===== src/rtl/dfc_pkg.sv =====
// package: offsets, fixed field values and reset values of the capability registers
// assumes: imported by every module of the dma function capability block
package dfc_pkg;
	// register byte offsets
	localparam logic [7:0]  OFS_PM_CAP      = 8'h40;
	localparam logic [7:0]  OFS_PM_CSR      = 8'h44;
	localparam logic [7:0]  OFS_MSI_CAP     = 8'h48;
	localparam logic [7:0]  OFS_MSI_ADDR_LO = 8'h4C;
	localparam logic [7:0]  OFS_MSI_ADDR_HI = 8'h50;
	localparam logic [7:0]  OFS_MSI_DATA    = 8'h54;
	localparam logic [7:0]  OFS_EXP_CAP     = 8'h68;
	localparam logic [7:0]  OFS_FUNC_CAP    = 8'h6C;
	localparam logic [7:0]  OFS_FUNC_CTL    = 8'h70;
	// read-only words and fixed bits
	localparam logic [31:0] PM_CAP_WORD     = 32'hC803_4801;
	localparam logic [31:0] MSI_CAP_FIXED   = 32'h0080_6805;
	localparam logic [31:0] EXP_CAP_WORD    = 32'h0002_A410;
	localparam logic [31:0] FUNC_CAP_WORD   = 32'h0000_8FC1;
	localparam logic        NO_SOFT_RESET   = 1'b1;
	// field positions
	localparam int          PS_LSB          = 0;
	localparam int          NSR_BIT         = 3;
	localparam int          PME_EN_BIT      = 8;
	localparam int          MSI_EN_BIT      = 16;
	localparam int          MME_LSB         = 20;
	localparam int          ERR_EN_LSB      = 0;
	localparam int          MPS_LSB         = 5;
	localparam int          ERR_STS_LSB     = 16;
	// power state encodings and reset values
	localparam logic [1:0]  PS_D0           = 2'h0;
	localparam logic [1:0]  PS_D3HOT        = 2'h3;
	localparam logic [1:0]  PS_RESET        = 2'h0;
	localparam logic [2:0]  MME_RESET       = 3'h0;
	localparam logic [2:0]  MPS_SUPPORTED   = 3'h1;
	localparam logic [2:0]  MPS_RESET       = 3'h0;
	localparam logic [3:0]  ERR_EN_RESET    = 4'h0;
	localparam logic [3:0]  ERR_STS_RESET   = 4'h0;
	localparam logic [31:0] ADDR_RESET      = 32'h0000_0000;
	localparam logic [15:0] DATA_RESET      = 16'h0000;
endpackage : dfc_pkg


===== src/rtl/dfc_msi_if.sv =====
// interface: message interrupt settings and requests between register bank and generator
// assumes: both ends on the same core clock
`timescale 1ns/1ps
interface dfc_msi_if;
	logic        msiEnable;
	logic [63:0] msiAddr;
	logic [15:0] msiData;
	logic        irqEvent;
	logic        irqClear;
	logic        wrValid;
	logic [63:0] wrAddr;
	logic [31:0] wrData;
	logic        intxAssert;
	modport regs (output msiEnable, output msiAddr, output msiData, output irqEvent, output irqClear,
		input wrValid, input wrAddr, input wrData, input intxAssert);
	modport gen (input msiEnable, input msiAddr, input msiData, input irqEvent, input irqClear,
		output wrValid, output wrAddr, output wrData, output intxAssert);
endinterface : dfc_msi_if


===== src/rtl/dfc_msi_gen.sv =====
// module: turns an interrupt event into a message write or a legacy level
// assumes: settings come from the register bank on the same clock
`timescale 1ns/1ps
module dfc_msi_gen
	import dfc_pkg::*;
(
	input  wire logic clk,
	input  wire logic arst_n,
	dfc_msi_if.gen    msi
);
	logic        wrValid_q;
	logic [63:0] wrAddr_q;
	logic [31:0] wrData_q;
	logic        intx_q;

	// message write when enabled
	always_ff @(posedge clk or negedge arst_n) begin
		if (!arst_n) begin
			wrValid_q <= 1'b0;
			wrAddr_q  <= 64'h0000_0000_0000_0000;
			wrData_q  <= 32'h0000_0000;
		end else begin
			wrValid_q <= msi.irqEvent && msi.msiEnable;
			if (msi.irqEvent && msi.msiEnable) begin
				wrAddr_q <= {msi.msiAddr[63:2], 2'b00};
				wrData_q <= {16'h0000, msi.msiData};
			end
		end
	end

	// legacy level only while messages are off, set wins over clear
	always_ff @(posedge clk or negedge arst_n) begin
		if (!arst_n) begin
			intx_q <= 1'b0;
		end else if (msi.msiEnable) begin
			intx_q <= 1'b0;
		end else if (msi.irqEvent) begin
			intx_q <= 1'b1;
		end else if (msi.irqClear) begin
			intx_q <= 1'b0;
		end
	end

	assign msi.wrValid    = wrValid_q;
	assign msi.wrAddr     = wrAddr_q;
	assign msi.wrData     = wrData_q;
	assign msi.intxAssert = intx_q;

	a_msi_no_intx: assert property (@(posedge clk) disable iff (!arst_n)
		msi.msiEnable |=> !intx_q)
		else $error("legacy interrupt active while message signalling enabled");
	a_msi_addr_align: assert property (@(posedge clk) disable iff (!arst_n)
		wrValid_q |-> (wrAddr_q[1:0] == 2'b00))
		else $error("message address not doubleword aligned");
endmodule : dfc_msi_gen


===== src/rtl/dfc_cap_regs.sv =====
// module: capability registers of the dma function, reached by config reads and writes
// assumes: config requests, error and event inputs come from core logic on clk
// Behaviour
// two-bit read-write power state, D0 to D3hot, resets to D0
// writing D0 after D3 gives hot reset, downstream reset stays inactive
// no-internal-reset flag reads 1; D3hot to D0 then skips internal reset
// power event enable bit, default 0, gates the power event message
// power event status bit always reads 0
// power event support field reads constant 19h
// D1, D2 support and device-specific-init bits read 0
// message interrupt capability id 05h, next pointer 68h
// message enable: set allows messages and forbids legacy interrupt
// multiple message capable reads 000b; enable field read-write, reset 000b
// 64-bit address capable bit reads 1
// message address bits 31:2 read-write, bits 1:0 zero, used for writes
// 32-bit upper address and 16-bit data read-write, data upper half zero
// express capability id 10h, next A4h, version 2h, type 0h
// interrupt message number field reads zero
// max payload supported reads 001b, 256 bytes
// max payload field read-write, default 000b, clamped to supported maximum
// four error reporting enables in bits 0 to 3, default 0
// error detected flags set on detection regardless of enables, write 1 clears
// relaxed ordering enable and max read request size read 0
// both endpoint acceptable latency fields read 111b
// role-based error reporting bit reads 1, slot power fields read zero
// reserved and unsupported bits read zero and ignore writes
`timescale 1ns/1ps
module dfc_cap_regs
	import dfc_pkg::*;
(
	input  wire logic        clk,
	input  wire logic        arst_n,
	input  wire logic        cfgValid,
	input  wire logic        cfgWrite,
	input  wire logic [7:0]  cfgAddr,
	input  wire logic [3:0]  cfgByteEn,
	input  wire logic [31:0] cfgWdata,
	output logic             cfgReady,
	output logic [31:0]      cfgRdata,
	input  wire logic        pmeEventIn,
	input  wire logic [3:0]  errDetect,
	input  wire logic        irqEvent,
	input  wire logic        irqClear,
	output logic             powerEventMessage,
	output logic             hotReset,
	output logic             functionReset,
	output logic             downstreamResetOutN,
	output logic [3:0]       errMessage,
	output logic [1:0]       powerState,
	output logic [2:0]       maxPayload,
	output logic             msiWrValid,
	output logic [63:0]      msiWrAddr,
	output logic [31:0]      msiWrData,
	output logic             intxAssert
);
	// merge write data into an old word under byte enables
	function automatic logic [31:0] byteMerge(
		input logic [31:0] oldWord,
		input logic [31:0] newWord,
		input logic [3:0]  be
	);
		logic [31:0] res;
		res = oldWord;
		for (int i = 0; i < 4; i++) begin
			if (be[i]) begin
				res[i*8 +: 8] = newWord[i*8 +: 8];
			end
		end
		return res;
	endfunction : byteMerge

	// clamp a requested payload encoding to the supported maximum
	function automatic logic [2:0] clampPayload(input logic [2:0] req);
		return (req > MPS_SUPPORTED) ? MPS_SUPPORTED : req;
	endfunction : clampPayload

	logic [1:0]  powerState_q;
	logic        pmeEnable_q;
	logic        msiEnable_q;
	logic [2:0]  mme_q;
	logic [29:0] msiAddrLo_q;
	logic [31:0] msiAddrHi_q;
	logic [15:0] msiData_q;
	logic [3:0]  errEnable_q;
	logic [2:0]  maxPayload_q;
	logic [3:0]  errStatus_q;
	logic        cfgReady_q;
	logic [31:0] cfgRdata_q;
	logic        pmeMsg_q;
	logic        hotReset_q;
	logic        funcReset_q;
	logic        dsResetN_q;
	logic [3:0]  errMsg_q;

	logic        wrEn;
	logic        rdEn;
	logic [31:0] pmCsrWord;
	logic [31:0] msiCapWord;
	logic [31:0] funcCtlWord;
	logic [31:0] readWord;
	logic [31:0] pmCsrNew;
	logic [31:0] msiCapNew;
	logic [31:0] funcCtlNew;
	logic        psToD0;
	logic [31:0] addrLoNew;
	logic [31:0] dataNew;

	dfc_msi_if msiBus ();

	assign wrEn = cfgValid && cfgWrite;
	assign rdEn = cfgValid && !cfgWrite;

	// current views of the writable words, reserved bits zero
	always_comb begin
		pmCsrWord = 32'h0000_0000;
		pmCsrWord[PS_LSB +: 2] = powerState_q;
		pmCsrWord[NSR_BIT] = NO_SOFT_RESET;
		pmCsrWord[PME_EN_BIT] = pmeEnable_q;
		msiCapWord = MSI_CAP_FIXED;
		msiCapWord[MSI_EN_BIT] = msiEnable_q;
		msiCapWord[MME_LSB +: 3] = mme_q;
		funcCtlWord = 32'h0000_0000;
		funcCtlWord[ERR_EN_LSB +: 4] = errEnable_q;
		funcCtlWord[MPS_LSB +: 3] = maxPayload_q;
		funcCtlWord[ERR_STS_LSB +: 4] = errStatus_q;
	end

	assign pmCsrNew   = byteMerge(pmCsrWord, cfgWdata, cfgByteEn);
	assign msiCapNew  = byteMerge(msiCapWord, cfgWdata, cfgByteEn);
	assign funcCtlNew = byteMerge(funcCtlWord, cfgWdata, cfgByteEn);
	assign addrLoNew  = byteMerge({msiAddrLo_q, 2'b00}, cfgWdata, cfgByteEn);
	assign dataNew    = byteMerge({16'h0000, msiData_q}, cfgWdata, cfgByteEn);
	assign psToD0     = wrEn && (cfgAddr == OFS_PM_CSR) && cfgByteEn[0]
		&& (cfgWdata[PS_LSB +: 2] == PS_D0) && (powerState_q == PS_D3HOT);

	// read data selection, unmapped offsets read zero
	always_comb begin
		unique case (cfgAddr)
			OFS_PM_CAP:      readWord = PM_CAP_WORD;
			OFS_PM_CSR:      readWord = pmCsrWord;
			OFS_MSI_CAP:     readWord = msiCapWord;
			OFS_MSI_ADDR_LO: readWord = {msiAddrLo_q, 2'b00};
			OFS_MSI_ADDR_HI: readWord = msiAddrHi_q;
			OFS_MSI_DATA:    readWord = {16'h0000, msiData_q};
			OFS_EXP_CAP:     readWord = EXP_CAP_WORD;
			OFS_FUNC_CAP:    readWord = FUNC_CAP_WORD;
			OFS_FUNC_CTL:    readWord = funcCtlWord;
			default:         readWord = 32'h0000_0000;
		endcase
	end

	// config answer one cycle after the request
	always_ff @(posedge clk or negedge arst_n) begin
		if (!arst_n) begin
			cfgReady_q <= 1'b0;
			cfgRdata_q <= 32'h0000_0000;
		end else begin
			cfgReady_q <= cfgValid;
			if (rdEn) begin
				cfgRdata_q <= readWord;
			end
		end
	end

	// power management control
	always_ff @(posedge clk or negedge arst_n) begin
		if (!arst_n) begin
			powerState_q <= PS_RESET;
			pmeEnable_q  <= 1'b0;
		end else if (wrEn && (cfgAddr == OFS_PM_CSR)) begin
			powerState_q <= pmCsrNew[PS_LSB +: 2];
			pmeEnable_q  <= pmCsrNew[PME_EN_BIT];
		end
	end

	// hot reset on D3 to D0, downstream reset never driven by it
	always_ff @(posedge clk or negedge arst_n) begin
		if (!arst_n) begin
			hotReset_q  <= 1'b0;
			funcReset_q <= 1'b0;
			dsResetN_q  <= 1'b1;
		end else begin
			hotReset_q  <= psToD0;
			funcReset_q <= psToD0 && !NO_SOFT_RESET;
			dsResetN_q  <= 1'b1;
		end
	end

	// power event message forwarding
	always_ff @(posedge clk or negedge arst_n) begin
		if (!arst_n) begin
			pmeMsg_q <= 1'b0;
		end else begin
			pmeMsg_q <= pmeEventIn && pmeEnable_q;
		end
	end

	// message interrupt capability and address registers
	always_ff @(posedge clk or negedge arst_n) begin
		if (!arst_n) begin
			msiEnable_q <= 1'b0;
			mme_q       <= MME_RESET;
		end else if (wrEn && (cfgAddr == OFS_MSI_CAP)) begin
			msiEnable_q <= msiCapNew[MSI_EN_BIT];
			mme_q       <= msiCapNew[MME_LSB +: 3];
		end
	end

	always_ff @(posedge clk or negedge arst_n) begin
		if (!arst_n) begin
			msiAddrLo_q <= ADDR_RESET[31:2];
		end else if (wrEn && (cfgAddr == OFS_MSI_ADDR_LO)) begin
			msiAddrLo_q <= addrLoNew[31:2];
		end
	end

	always_ff @(posedge clk or negedge arst_n) begin
		if (!arst_n) begin
			msiAddrHi_q <= ADDR_RESET;
		end else if (wrEn && (cfgAddr == OFS_MSI_ADDR_HI)) begin
			msiAddrHi_q <= byteMerge(msiAddrHi_q, cfgWdata, cfgByteEn);
		end
	end

	always_ff @(posedge clk or negedge arst_n) begin
		if (!arst_n) begin
			msiData_q <= DATA_RESET;
		end else if (wrEn && (cfgAddr == OFS_MSI_DATA)) begin
			msiData_q <= dataNew[15:0];
		end
	end

	// function control: error enables and payload size
	always_ff @(posedge clk or negedge arst_n) begin
		if (!arst_n) begin
			errEnable_q  <= ERR_EN_RESET;
			maxPayload_q <= MPS_RESET;
		end else if (wrEn && (cfgAddr == OFS_FUNC_CTL)) begin
			errEnable_q  <= funcCtlNew[ERR_EN_LSB +: 4];
			maxPayload_q <= clampPayload(funcCtlNew[MPS_LSB +: 3]);
		end
	end

	// error flags: detection wins over a write-one clear
	always_ff @(posedge clk or negedge arst_n) begin
		if (!arst_n) begin
			errStatus_q <= ERR_STS_RESET;
		end else begin
			for (int i = 0; i < 4; i++) begin
				if (errDetect[i]) begin
					errStatus_q[i] <= 1'b1;
				end else if (wrEn && (cfgAddr == OFS_FUNC_CTL) && cfgByteEn[2]
					&& cfgWdata[ERR_STS_LSB + i]) begin
					errStatus_q[i] <= 1'b0;
				end
			end
		end
	end

	// error messages only for enabled classes
	always_ff @(posedge clk or negedge arst_n) begin
		if (!arst_n) begin
			errMsg_q <= 4'h0;
		end else begin
			errMsg_q <= errDetect & errEnable_q;
		end
	end

	// message interrupt generator hookup
	assign msiBus.msiEnable = msiEnable_q;
	assign msiBus.msiAddr   = {msiAddrHi_q, msiAddrLo_q, 2'b00};
	assign msiBus.msiData   = msiData_q;
	assign msiBus.irqEvent  = irqEvent;
	assign msiBus.irqClear  = irqClear;

	dfc_msi_gen u_msiGen (
		.clk    (clk),
		.arst_n (arst_n),
		.msi    (msiBus)
	);

	assign cfgReady            = cfgReady_q;
	assign cfgRdata            = cfgRdata_q;
	assign powerEventMessage   = pmeMsg_q;
	assign hotReset            = hotReset_q;
	assign functionReset       = funcReset_q;
	assign downstreamResetOutN = dsResetN_q;
	assign errMessage          = errMsg_q;
	assign powerState          = powerState_q;
	assign maxPayload          = maxPayload_q;
	assign msiWrValid          = msiBus.wrValid;
	assign msiWrAddr           = msiBus.wrAddr;
	assign msiWrData           = msiBus.wrData;
	assign intxAssert          = msiBus.intxAssert;

	a_ps_write_store: assert property (@(posedge clk) disable iff (!arst_n)
		(wrEn && (cfgAddr == OFS_PM_CSR) && cfgByteEn[0])
		|=> (powerState_q == $past(cfgWdata[1:0])))
		else $error("power state did not take written value");
	a_hot_reset_pulse: assert property (@(posedge clk) disable iff (!arst_n)
		psToD0 |=> (hotReset_q && dsResetN_q) ##1 !hotReset_q)
		else $error("hot reset not a single pulse with downstream reset idle");
	a_no_soft_reset: assert property (@(posedge clk) disable iff (!arst_n)
		!funcReset_q && dsResetN_q)
		else $error("internal or downstream reset driven");
	a_pme_forward: assert property (@(posedge clk) disable iff (!arst_n)
		(pmeEventIn && pmeEnable_q) |=> pmeMsg_q)
		else $error("power event message not forwarded");
	a_pme_gated: assert property (@(posedge clk) disable iff (!arst_n)
		!pmeEnable_q |=> !pmeMsg_q)
		else $error("power event message while disabled");
	a_pm_cap_read: assert property (@(posedge clk) disable iff (!arst_n)
		(rdEn && (cfgAddr == OFS_PM_CAP)) |=> (cfgReady_q && (cfgRdata_q == 32'hC803_4801)))
		else $error("power capability word wrong");
	a_pm_status_zero: assert property (@(posedge clk) disable iff (!arst_n)
		(rdEn && (cfgAddr == OFS_PM_CSR)) |=> (cfgRdata_q[15] == 1'b0) && cfgRdata_q[3])
		else $error("power event status or no-reset flag wrong");
	a_mps_clamp: assert property (@(posedge clk) disable iff (!arst_n)
		(wrEn && (cfgAddr == OFS_FUNC_CTL) && cfgByteEn[0] && (cfgWdata[7:5] > 3'h1))
		|=> (maxPayload_q == 3'h1))
		else $error("payload size not clamped");
	a_err_sticky: assert property (@(posedge clk) disable iff (!arst_n)
		errDetect[2] |=> errStatus_q[2])
		else $error("fatal error flag lost");
	a_err_unmapped: assert property (@(posedge clk) disable iff (!arst_n)
		(rdEn && (cfgAddr == 8'h58)) |=> (cfgRdata_q == 32'h0000_0000))
		else $error("unmapped offset read nonzero");
endmodule : dfc_cap_regs


===== config.mk =====
export PLATFORM = sky130hd
export DESIGN_NAME = dfc_cap_regs
export DESIGN_NICKNAME = d
export VERILOG_FILES = /design/src/rtl/dfc_pkg.sv /design/src/rtl/dfc_msi_if.sv /design/src/rtl/dfc_msi_gen.sv /design/src/rtl/dfc_cap_regs.sv
export SDC_FILE = /design/constraint.sdc
export NUM_CORES = 1
export LEC_CHECK = 0
export CORE_ASPECT_RATIO = 2
export CORE_MARGIN = 10
export CORE_UTILIZATION = 55
export DETAILED_ROUTE_END_ITERATION = 16
export DONT_BUFFER_PORTS = 1
export PLACE_DENSITY_LB_ADDON = 0.12
export SYNTH_ARGS = -nofsm -noshare
export SYNTH_HDL_FRONTEND = slang
export SYNTH_SLANG_ARGS = --single-unit

===== constraint.sdc =====
create_clock -name clk -period 4.6 [get_ports clk]
set_clock_uncertainty 0.15 [all_clocks]
set_input_delay 0.23 -clock clk [delete_from_list [all_inputs] [get_ports clk]]
set_output_delay 0.23 -clock clk [all_outputs]
set_load 0.02 [all_outputs]

; ---- Yosys cells after proc, flatten, opt, wreduce, memory -nomap -nowiden
; Cells that the tools add are included.
[op_classes]
magnitude_cmp = 1
eq_ne = 10
n_mux = 14
n_bitwise = 1
n_reduce_logical = 39
[op_table]
columns = op, n
row1 = 32-bit one-hot mux with 9 select lines, 1
row2 = 8-bit by 7-bit == test with 1-bit output (second input constant), 9
row3 = 2-bit AND reduction, 14
row4 = 1-bit logical AND, 18
row5 = 1-bit two-way mux, 11
row6 = 8-bit two-way mux, 1
row7 = 2-bit nonzero test, 4
row8 = 4-bit bitwise AND, 1
row9 = 3-bit by 1-bit > comparator with 1-bit output (second input constant), 1
row10 = 3-bit two-way mux, 1
row11 = 3-bit nonzero test, 1
row12 = 2-bit == test (second input constant), 1
row13 = 2-bit zero test, 1
row14 = 1-bit zero test, 1
[word_totals]
reg_bits = 215
in_bits = 55
out_inout_bits = 144
word_cells = 94

; ---- Logic depth before layout (Yosys ltp)
[logic_depth]
word_depth = 6
depth_mapped = 8
mapped_depth_nobuf = 5

; ---- By module
; From an unflattened synthesis, not the netlist that was laid out.
[hier_totals]
hier_cells = 681
area_unflattened_um2 = 9248.9
[modules_own_cells]
columns = module, instances, cells_each, area_per_inst_um2, seq_area_each_um2
row1 = dfc_cap_regs, 1, 491, 6108.4, 3378.2
row2 = dfc_msi_gen, 1, 190, 3140.5, 2001.9

; ---- Worst setup path after synthesis
; OpenSTA, ideal clock, no wires.
[synth_timing]
path_type = input -> register
startpoint = in cfgAddr[3]
endpoint = reg msiAddrHi_q[16]
setup_ns = 0.125
arrival_time_ns = 1.496
required_time_ns = 4.325
path_slack_ns = 2.829
path_stages = 7
n_path_buf = 3
path_cell_list = buf_6 -> nor4_4 -> buf_6 -> nand2_2 -> or2_1 -> buf_6 -> mux2_4
[synth_via]
elab_chain_cells = 3
[synth_rtl]
columns = element, line_no
row1 = from (decl), dfc_cap_regs.sv:35  ; input wire logic [7:0] cfgAddr,
row2 = 8-bit by 7-bit == test with 1-bit output, dfc_cap_regs.sv:220  ; end else if (wrEn && (cfgAddr == OFS_MSI_ADDR_HI)) begin
row3 = 1-bit logical AND, dfc_cap_regs.sv:220
row4 = 2-bit AND reduction (no source line), --
row5 = to (signal assigned), dfc_cap_regs.sv:221  ; msiAddrHi_q <= byteMerge(msiAddrHi_q, cfgWdata, cfgByteEn);
row6 = to (decl), dfc_cap_regs.sv:82  ; logic [31:0] msiAddrHi_q;
; No other way between the ends.
; A chain may end at the register's enable or synchronous reset.

; ---- Worst setup path in the final report
[layout_timing]
startpoint = in cfgAddr[2]
endpoint = reg msiAddrHi_q[9]
; The elaborated chain is that of the path after synthesis.

==> impl_results.html <==
<table>
<tr><th>Metric</th><th>Value</th></tr>
<tr><th colspan="2">Outcome</th></tr>
<tr><td>Outcome</td><td>finished with violations</td></tr>
<tr><td>Violated checks</td><td>hold timing</td></tr>
<tr><th colspan="2">Critical path</th></tr>
<tr><td>Critical Path Sink Type</td><td>flip-flop</td></tr>
<tr><td>Worst Path Arrival</td><td>3.27 ns</td></tr>
<tr><td>Startpoint class of the critical path</td><td>input port</td></tr>
<tr><td>Worst reg2reg setup slack</td><td>2.61 ns</td></tr>
<tr><td>CP Class</td><td>input port to flip-flop</td></tr>
<tr><td>Slowest Stage Delay on Critical Path</td><td>0.90 ns</td></tr>
<tr><td>Data required time of the critical path</td><td>4.82 ns</td></tr>
<tr><td>Critical path cell sequence</td><td>dlygate4sd3_1 &gt; nor4_4 &gt; and2_1 &gt; nand2_2 &gt; mux2_2</td></tr>
<tr><td>CP Max Fanout</td><td>16</td></tr>
<tr><td>Cell with the largest stage delay on the worst path</td><td>dlygate4sd3_1</td></tr>
<tr><th colspan="2">Power and ir drop</th></tr>
<tr><td>Combinational group share of total power</td><td>3.8%</td></tr>
<tr><td>Fraction of power consumed by sequential logic</td><td>53.6%</td></tr>
<tr><td>Switching pwr</td><td>0.782 mW</td></tr>
<tr><td>Int Power</td><td>2.84 mW</td></tr>
<tr><td>Leak Pwr</td><td>5.03 nW</td></tr>
<tr><td>Clock power share</td><td>42.6%</td></tr>
<tr><td>Worst vdd rail ir drop</td><td>302 uV</td></tr>
<tr><td>Switching part of the total power</td><td>21.6%</td></tr>
<tr><td>Ratio of total power to cell area</td><td>352 nW/um^2</td></tr>
<tr><th colspan="2">Timing</th></tr>
<tr><td>FMAX</td><td>0.327 GHz</td></tr>
<tr><td>Final worst-path setup slack</td><td>1.55 ns</td></tr>
<tr><td>Final Hold Viols</td><td>215</td></tr>
<tr><td>Tmin final</td><td>3.05 ns</td></tr>
<tr><td>Post-route fraction of the period consumed by the critical path</td><td>66.4%</td></tr>
<tr><td>Setup TNS</td><td>0 ns</td></tr>
<tr><td>Worst slew margin</td><td>28.9%</td></tr>
<tr><td>Number of endpoints failing setup at the final stage</td><td>0</td></tr>
<tr><td>Number of pins exceeding their max-slew limit in the final report</td><td>0</td></tr>
<tr><td>Worst Tran Pin Value</td><td>1.07 ns</td></tr>
<tr><td>Unrepaired setup endpoints after global routing</td><td>no</td></tr>
<tr><td>Final-layout worst hold slack</td><td>-0.713 ns</td></tr>
<tr><th colspan="2">Global routing</th></tr>
<tr><td>Number of antenna violations at the first check in global routing</td><td>0</td></tr>
<tr><td>Global route total overflow</td><td>0</td></tr>
<tr><td>Maximum number of pins on one net before global-route repair</td><td>216</td></tr>
<tr><td>Global-route wire length before repair</td><td>between 30 and 40 mm</td></tr>
<tr><td>Aggregate global-route resource usage</td><td>a little over a fifth</td></tr>
<tr><td>Via count of the first global-routing pass</td><td>6221</td></tr>
<tr><th colspan="2">Clock tree</th></tr>
<tr><td>Maximum clock insertion buffer count</td><td>3</td></tr>
<tr><td>Post_cts resized</td><td>0</td></tr>
<tr><td>Root buffer cell</td><td>clkbuf_16</td></tr>
<tr><td>CTS clock-pin slew for the worst setup and hold paths</td><td>0.06 ns</td></tr>
<tr><td>TritonCTS clock tree</td><td>done</td></tr>
<tr><td>Hold-fix buffer count after cts</td><td>56</td></tr>
<tr><td>Number of sinks on the clock net</td><td>215</td></tr>
<tr><td>Number of H-tree branching levels</td><td>1</td></tr>
<tr><td>Clock insertion delay at the later pin of the skew report</td><td>0.48 ns</td></tr>
<tr><td>Total clock buffers created by CTS</td><td>19</td></tr>
<tr><th colspan="2">Routing</th></tr>
<tr><td>Total wire length after detailed routing</td><td>24.9 mm</td></tr>
<tr><td>Initial DRC Count</td><td>346</td></tr>
<tr><td>Total number of vias</td><td>5714</td></tr>
<tr><td>Vias per inst</td><td>6.00</td></tr>
<tr><td>Post-DR wirelength/cell</td><td>26.1 um</td></tr>
<tr><td>Count of unresolved DRC violations after routing</td><td>0</td></tr>
<tr><td>Router iterations before antenna repair</td><td>5</td></tr>
<tr><td>Detail Route Antenna Nets</td><td>0</td></tr>
<tr><th colspan="2">Worst hold path</th></tr>
<tr><td>Tightest Hold Check Type</td><td>input port to async pin</td></tr>
<tr><th colspan="2">Cells and area</th></tr>
<tr><td>Final instance count without filler cells</td><td>952</td></tr>
<tr><td>Diodes inserted</td><td>0</td></tr>
<tr><td>Number of nets in the layout</td><td>791</td></tr>
<tr><td>Filler cell count in the final layout</td><td>1261</td></tr>
<tr><td>Area growth from synthesis to layout</td><td>13.2%</td></tr>
<tr><td>Share of cells above drive strength 1</td><td>28.1%</td></tr>
<tr><th colspan="2">Logic synthesis</th></tr>
<tr><td>Dominant combinational cell family by area after synthesis</td><td>multiplexers</td></tr>
<tr><td>Mean area per synthesized cell</td><td>around 13 sq um</td></tr>
<tr><td>Share of the synthesized netlist area taken by xor and xnor gates</td><td>0%</td></tr>
<tr><td>Synthesis warning total</td><td>0</td></tr>
<tr><td>Synth cell types</td><td>50</td></tr>
<tr><td>Mapped cell area</td><td>roughly 9100 sq um</td></tr>
<tr><td>Async set or reset register ratio after synthesis</td><td>between 90% and 100%</td></tr>
<tr><td>Most used flip-flop cell after synthesis</td><td>dfrtp_1</td></tr>
<tr><td>Portion of netlist area occupied by mux cells</td><td>21.6%</td></tr>
<tr><td>Synthesized-area fraction occupied by and/or/nand/nor cells</td><td>7.70%</td></tr>
<tr><td>Adder and majority cell fraction of the synthesized area</td><td>0%</td></tr>
<tr><td>Gate count after technology mapping</td><td>688</td></tr>
<tr><td>Fraction of the mapped netlist area in compound gates</td><td>around 7.7%</td></tr>
<tr><td>Synthesized flop and latch total</td><td>215</td></tr>
<tr><td>Part of the Yosys area used for sequential elements</td><td>59.1%</td></tr>
<tr><td>Number of synthesized flops with an enable pin</td><td>0</td></tr>
<tr><th colspan="2">Run</th></tr>
<tr><td>Number of max-cap violations</td><td>0</td></tr>
<tr><th colspan="2">Placed design</th></tr>
<tr><td>Gp weighted congestion</td><td>0.860</td></tr>
<tr><td>Count of input and output buffers</td><td>0</td></tr>
<tr><td>Placed cells</td><td>863</td></tr>
<tr><td>Pre-CTS worst setup slack</td><td>between 2 and 2.5 ns</td></tr>
<tr><td>Half-perimeter wire length after detailed placement</td><td>17.5 mm</td></tr>
<tr><th colspan="2">Floorplanning</th></tr>
<tr><td>Initial cell density of the core</td><td>roughly 56%</td></tr>
<tr><td>Standard-cell rows</td><td>66</td></tr>
<tr><td>Die outline area</td><td>22400 sq um</td></tr>
<tr><td>Top Ports</td><td>199</td></tr>
<tr><td>Height of the die</td><td>just over 200 um</td></tr>
<tr><td>X dimension of the die</td><td>111 um</td></tr>
<tr><td>Placeable Area</td><td>16300 sq um</td></tr>
</table>
[layout by cell type (no fill, tap or decap), types with 6 or more instances in the layout]
master           n
dfrtp_1        215
mux2_2         152
dlygate4sd3_1   56
nand2_1         47
o21ai_0         34
a21oi_1         29
conb_1          20
clkbuf_16       19
nor2_1          16
nand3_1         14
mux2i_1         13
a22oi_1         12
inv_1            9
mux2_4           8
a22o_1           8
and2_1           7
nor2b_1          7
o22ai_1          6
clkbuf_1         6
[critical path, delay by kind of cell]
family	cells	cell delay [ns]
AND/OR/NAND/NOR	3	1.78
buffers and inverters	1	0.90
multiplexers	1	0.35
[power groups by stage]
stage	clock, mW	combinational [mW]	sequential, mW
finish	1.54	0.137	1.94
global route	1.65	0.148	1.94
global placement	0	0.0788	1.98
detailed placement	0	0.0809	1.98
CTS	1.58	0.136	1.94
floorplan	0	0.0911	1.97
[cell families after synthesis]
| kind of cell | after synthesis |
|---|---|
| simple gates | 126 |
| compound gates | 113 |
| flops | 215 |
| buf+inv | 59 |
| mux | 173 |
| other cells | 2 |
[through the flow]
step	utilization (%)	cell area, sq um	power, mW
2_1_floorplan	-	9160	2.06
3_3_place_gp	56.2	9150	2.06
3_5_place_dp	56.2	9150	2.06
4_1_cts	63.3	10300	3.66
5_1_grt	63.3	10300	3.74
6_report	63.3	10300	3.63
[timing repair]
item	4_1_cts	5_1_grt
endpoints found under the hold margin	338	215
setup buffers	0	0
endpoints found under the setup margin	0	0
[flip-flops by register name, summed over array words and instances (netlist names)]
register	count
errEnable_q	4
msiBus.msiEnable	1
u_msiGen.msi.intxAssert	1
errMessage	4
errStatus_q	4
cfgRdata	32
msiAddrHi_q	32
u_msiGen.msi.wrValid	1
powerEventMessage	1
cfgReady	1
maxPayload	3
msiBus.msiData	16
hotReset	1
u_msiGen.msi.wrAddr	62
mme_q	3
u_msiGen.msi.wrData	16
msiAddrLo_q	30
powerState	2
pmeEnable_q	1
[cells in the mapped netlist (3+ instances only)]
cell type	number	area, sq um
a21o_1	5	37.5
o21ai_1	3	15.0
a221oi_1	5	43.8
nand3_1	14	70.1
buf_6	3	33.8
inv_1	9	33.8
clkbuf_1	13	48.8
mux2_4	8	120
and3_1	4	25.0
nand2_1	48	180
nor2_1	16	60.1
buf_4	22	165
nand2_2	3	18.8
buf_2	12	60.1
a22o_1	8	70.1
and2_1	7	43.8
o22ai_1	6	37.5
nor2b_1	7	43.8
mux2i_1	13	130
mux2_2	152	1710
nor2_2	4	25.0
a22oi_1	12	90.1
o2111a_1	3	33.8
o21ai_0	34	170
a31oi_1	3	18.8
nand4_1	4	25.0
a21oi_1	29	145
dfrtp_1	215	5380
[layout make-up]
| cell class | count | area [sq um] | share of cell area, % |
|---|---|---|---|
| multi-input cells | 432 | 3460 | 33.5 |
| clock inverters | 5 | 53.8 | 0.522 |
| well taps | 204 | 255 | 2.48 |
| clock buffers | 28 | 539 | 5.24 |
| flip-flops and latches | 215 | 5380 | 52.2 |
| inverters | 9 | 33.8 | 0.328 |
| repair buffers | 59 | 583 | 5.66 |
[layer usage]
metal / track usage (%) / share of wire (%)
met1: 21.8 / 33
met2: 39.5 / 54
met5: 0 / 0
met4: 7.85 / 3.5
met3: 7.68 / 9.1
[final timing paths]
path | from | endpoint | cells after the start
setup / recovery | cfgAddr[2] | msiAddrHi_q[9]$_DFFE_PN0P_ | 5
setup reg to reg | msiBus.msiEnable$_DFFE_PN0P_ | u_msiGen.msi.wrData[6]$_DFFE_PN0P_ | 2
max in group asynchronous | arst_n | msiAddrLo_q[13]$_DFFE_PN0P_ | 0
min in group clk | cfgAddr[2] | cfgRdata[16]$_DFFE_PN0P_ | 4
hold reg to reg | msiAddrLo_q[0]$_DFFE_PN0P_ | msiAddrLo_q[0]$_DFFE_PN0P_ | 1
hold / removal | arst_n | msiAddrLo_q[19]$_DFFE_PN0P_ | 0
Note: power is estimated with default switching activity, not from simulation.
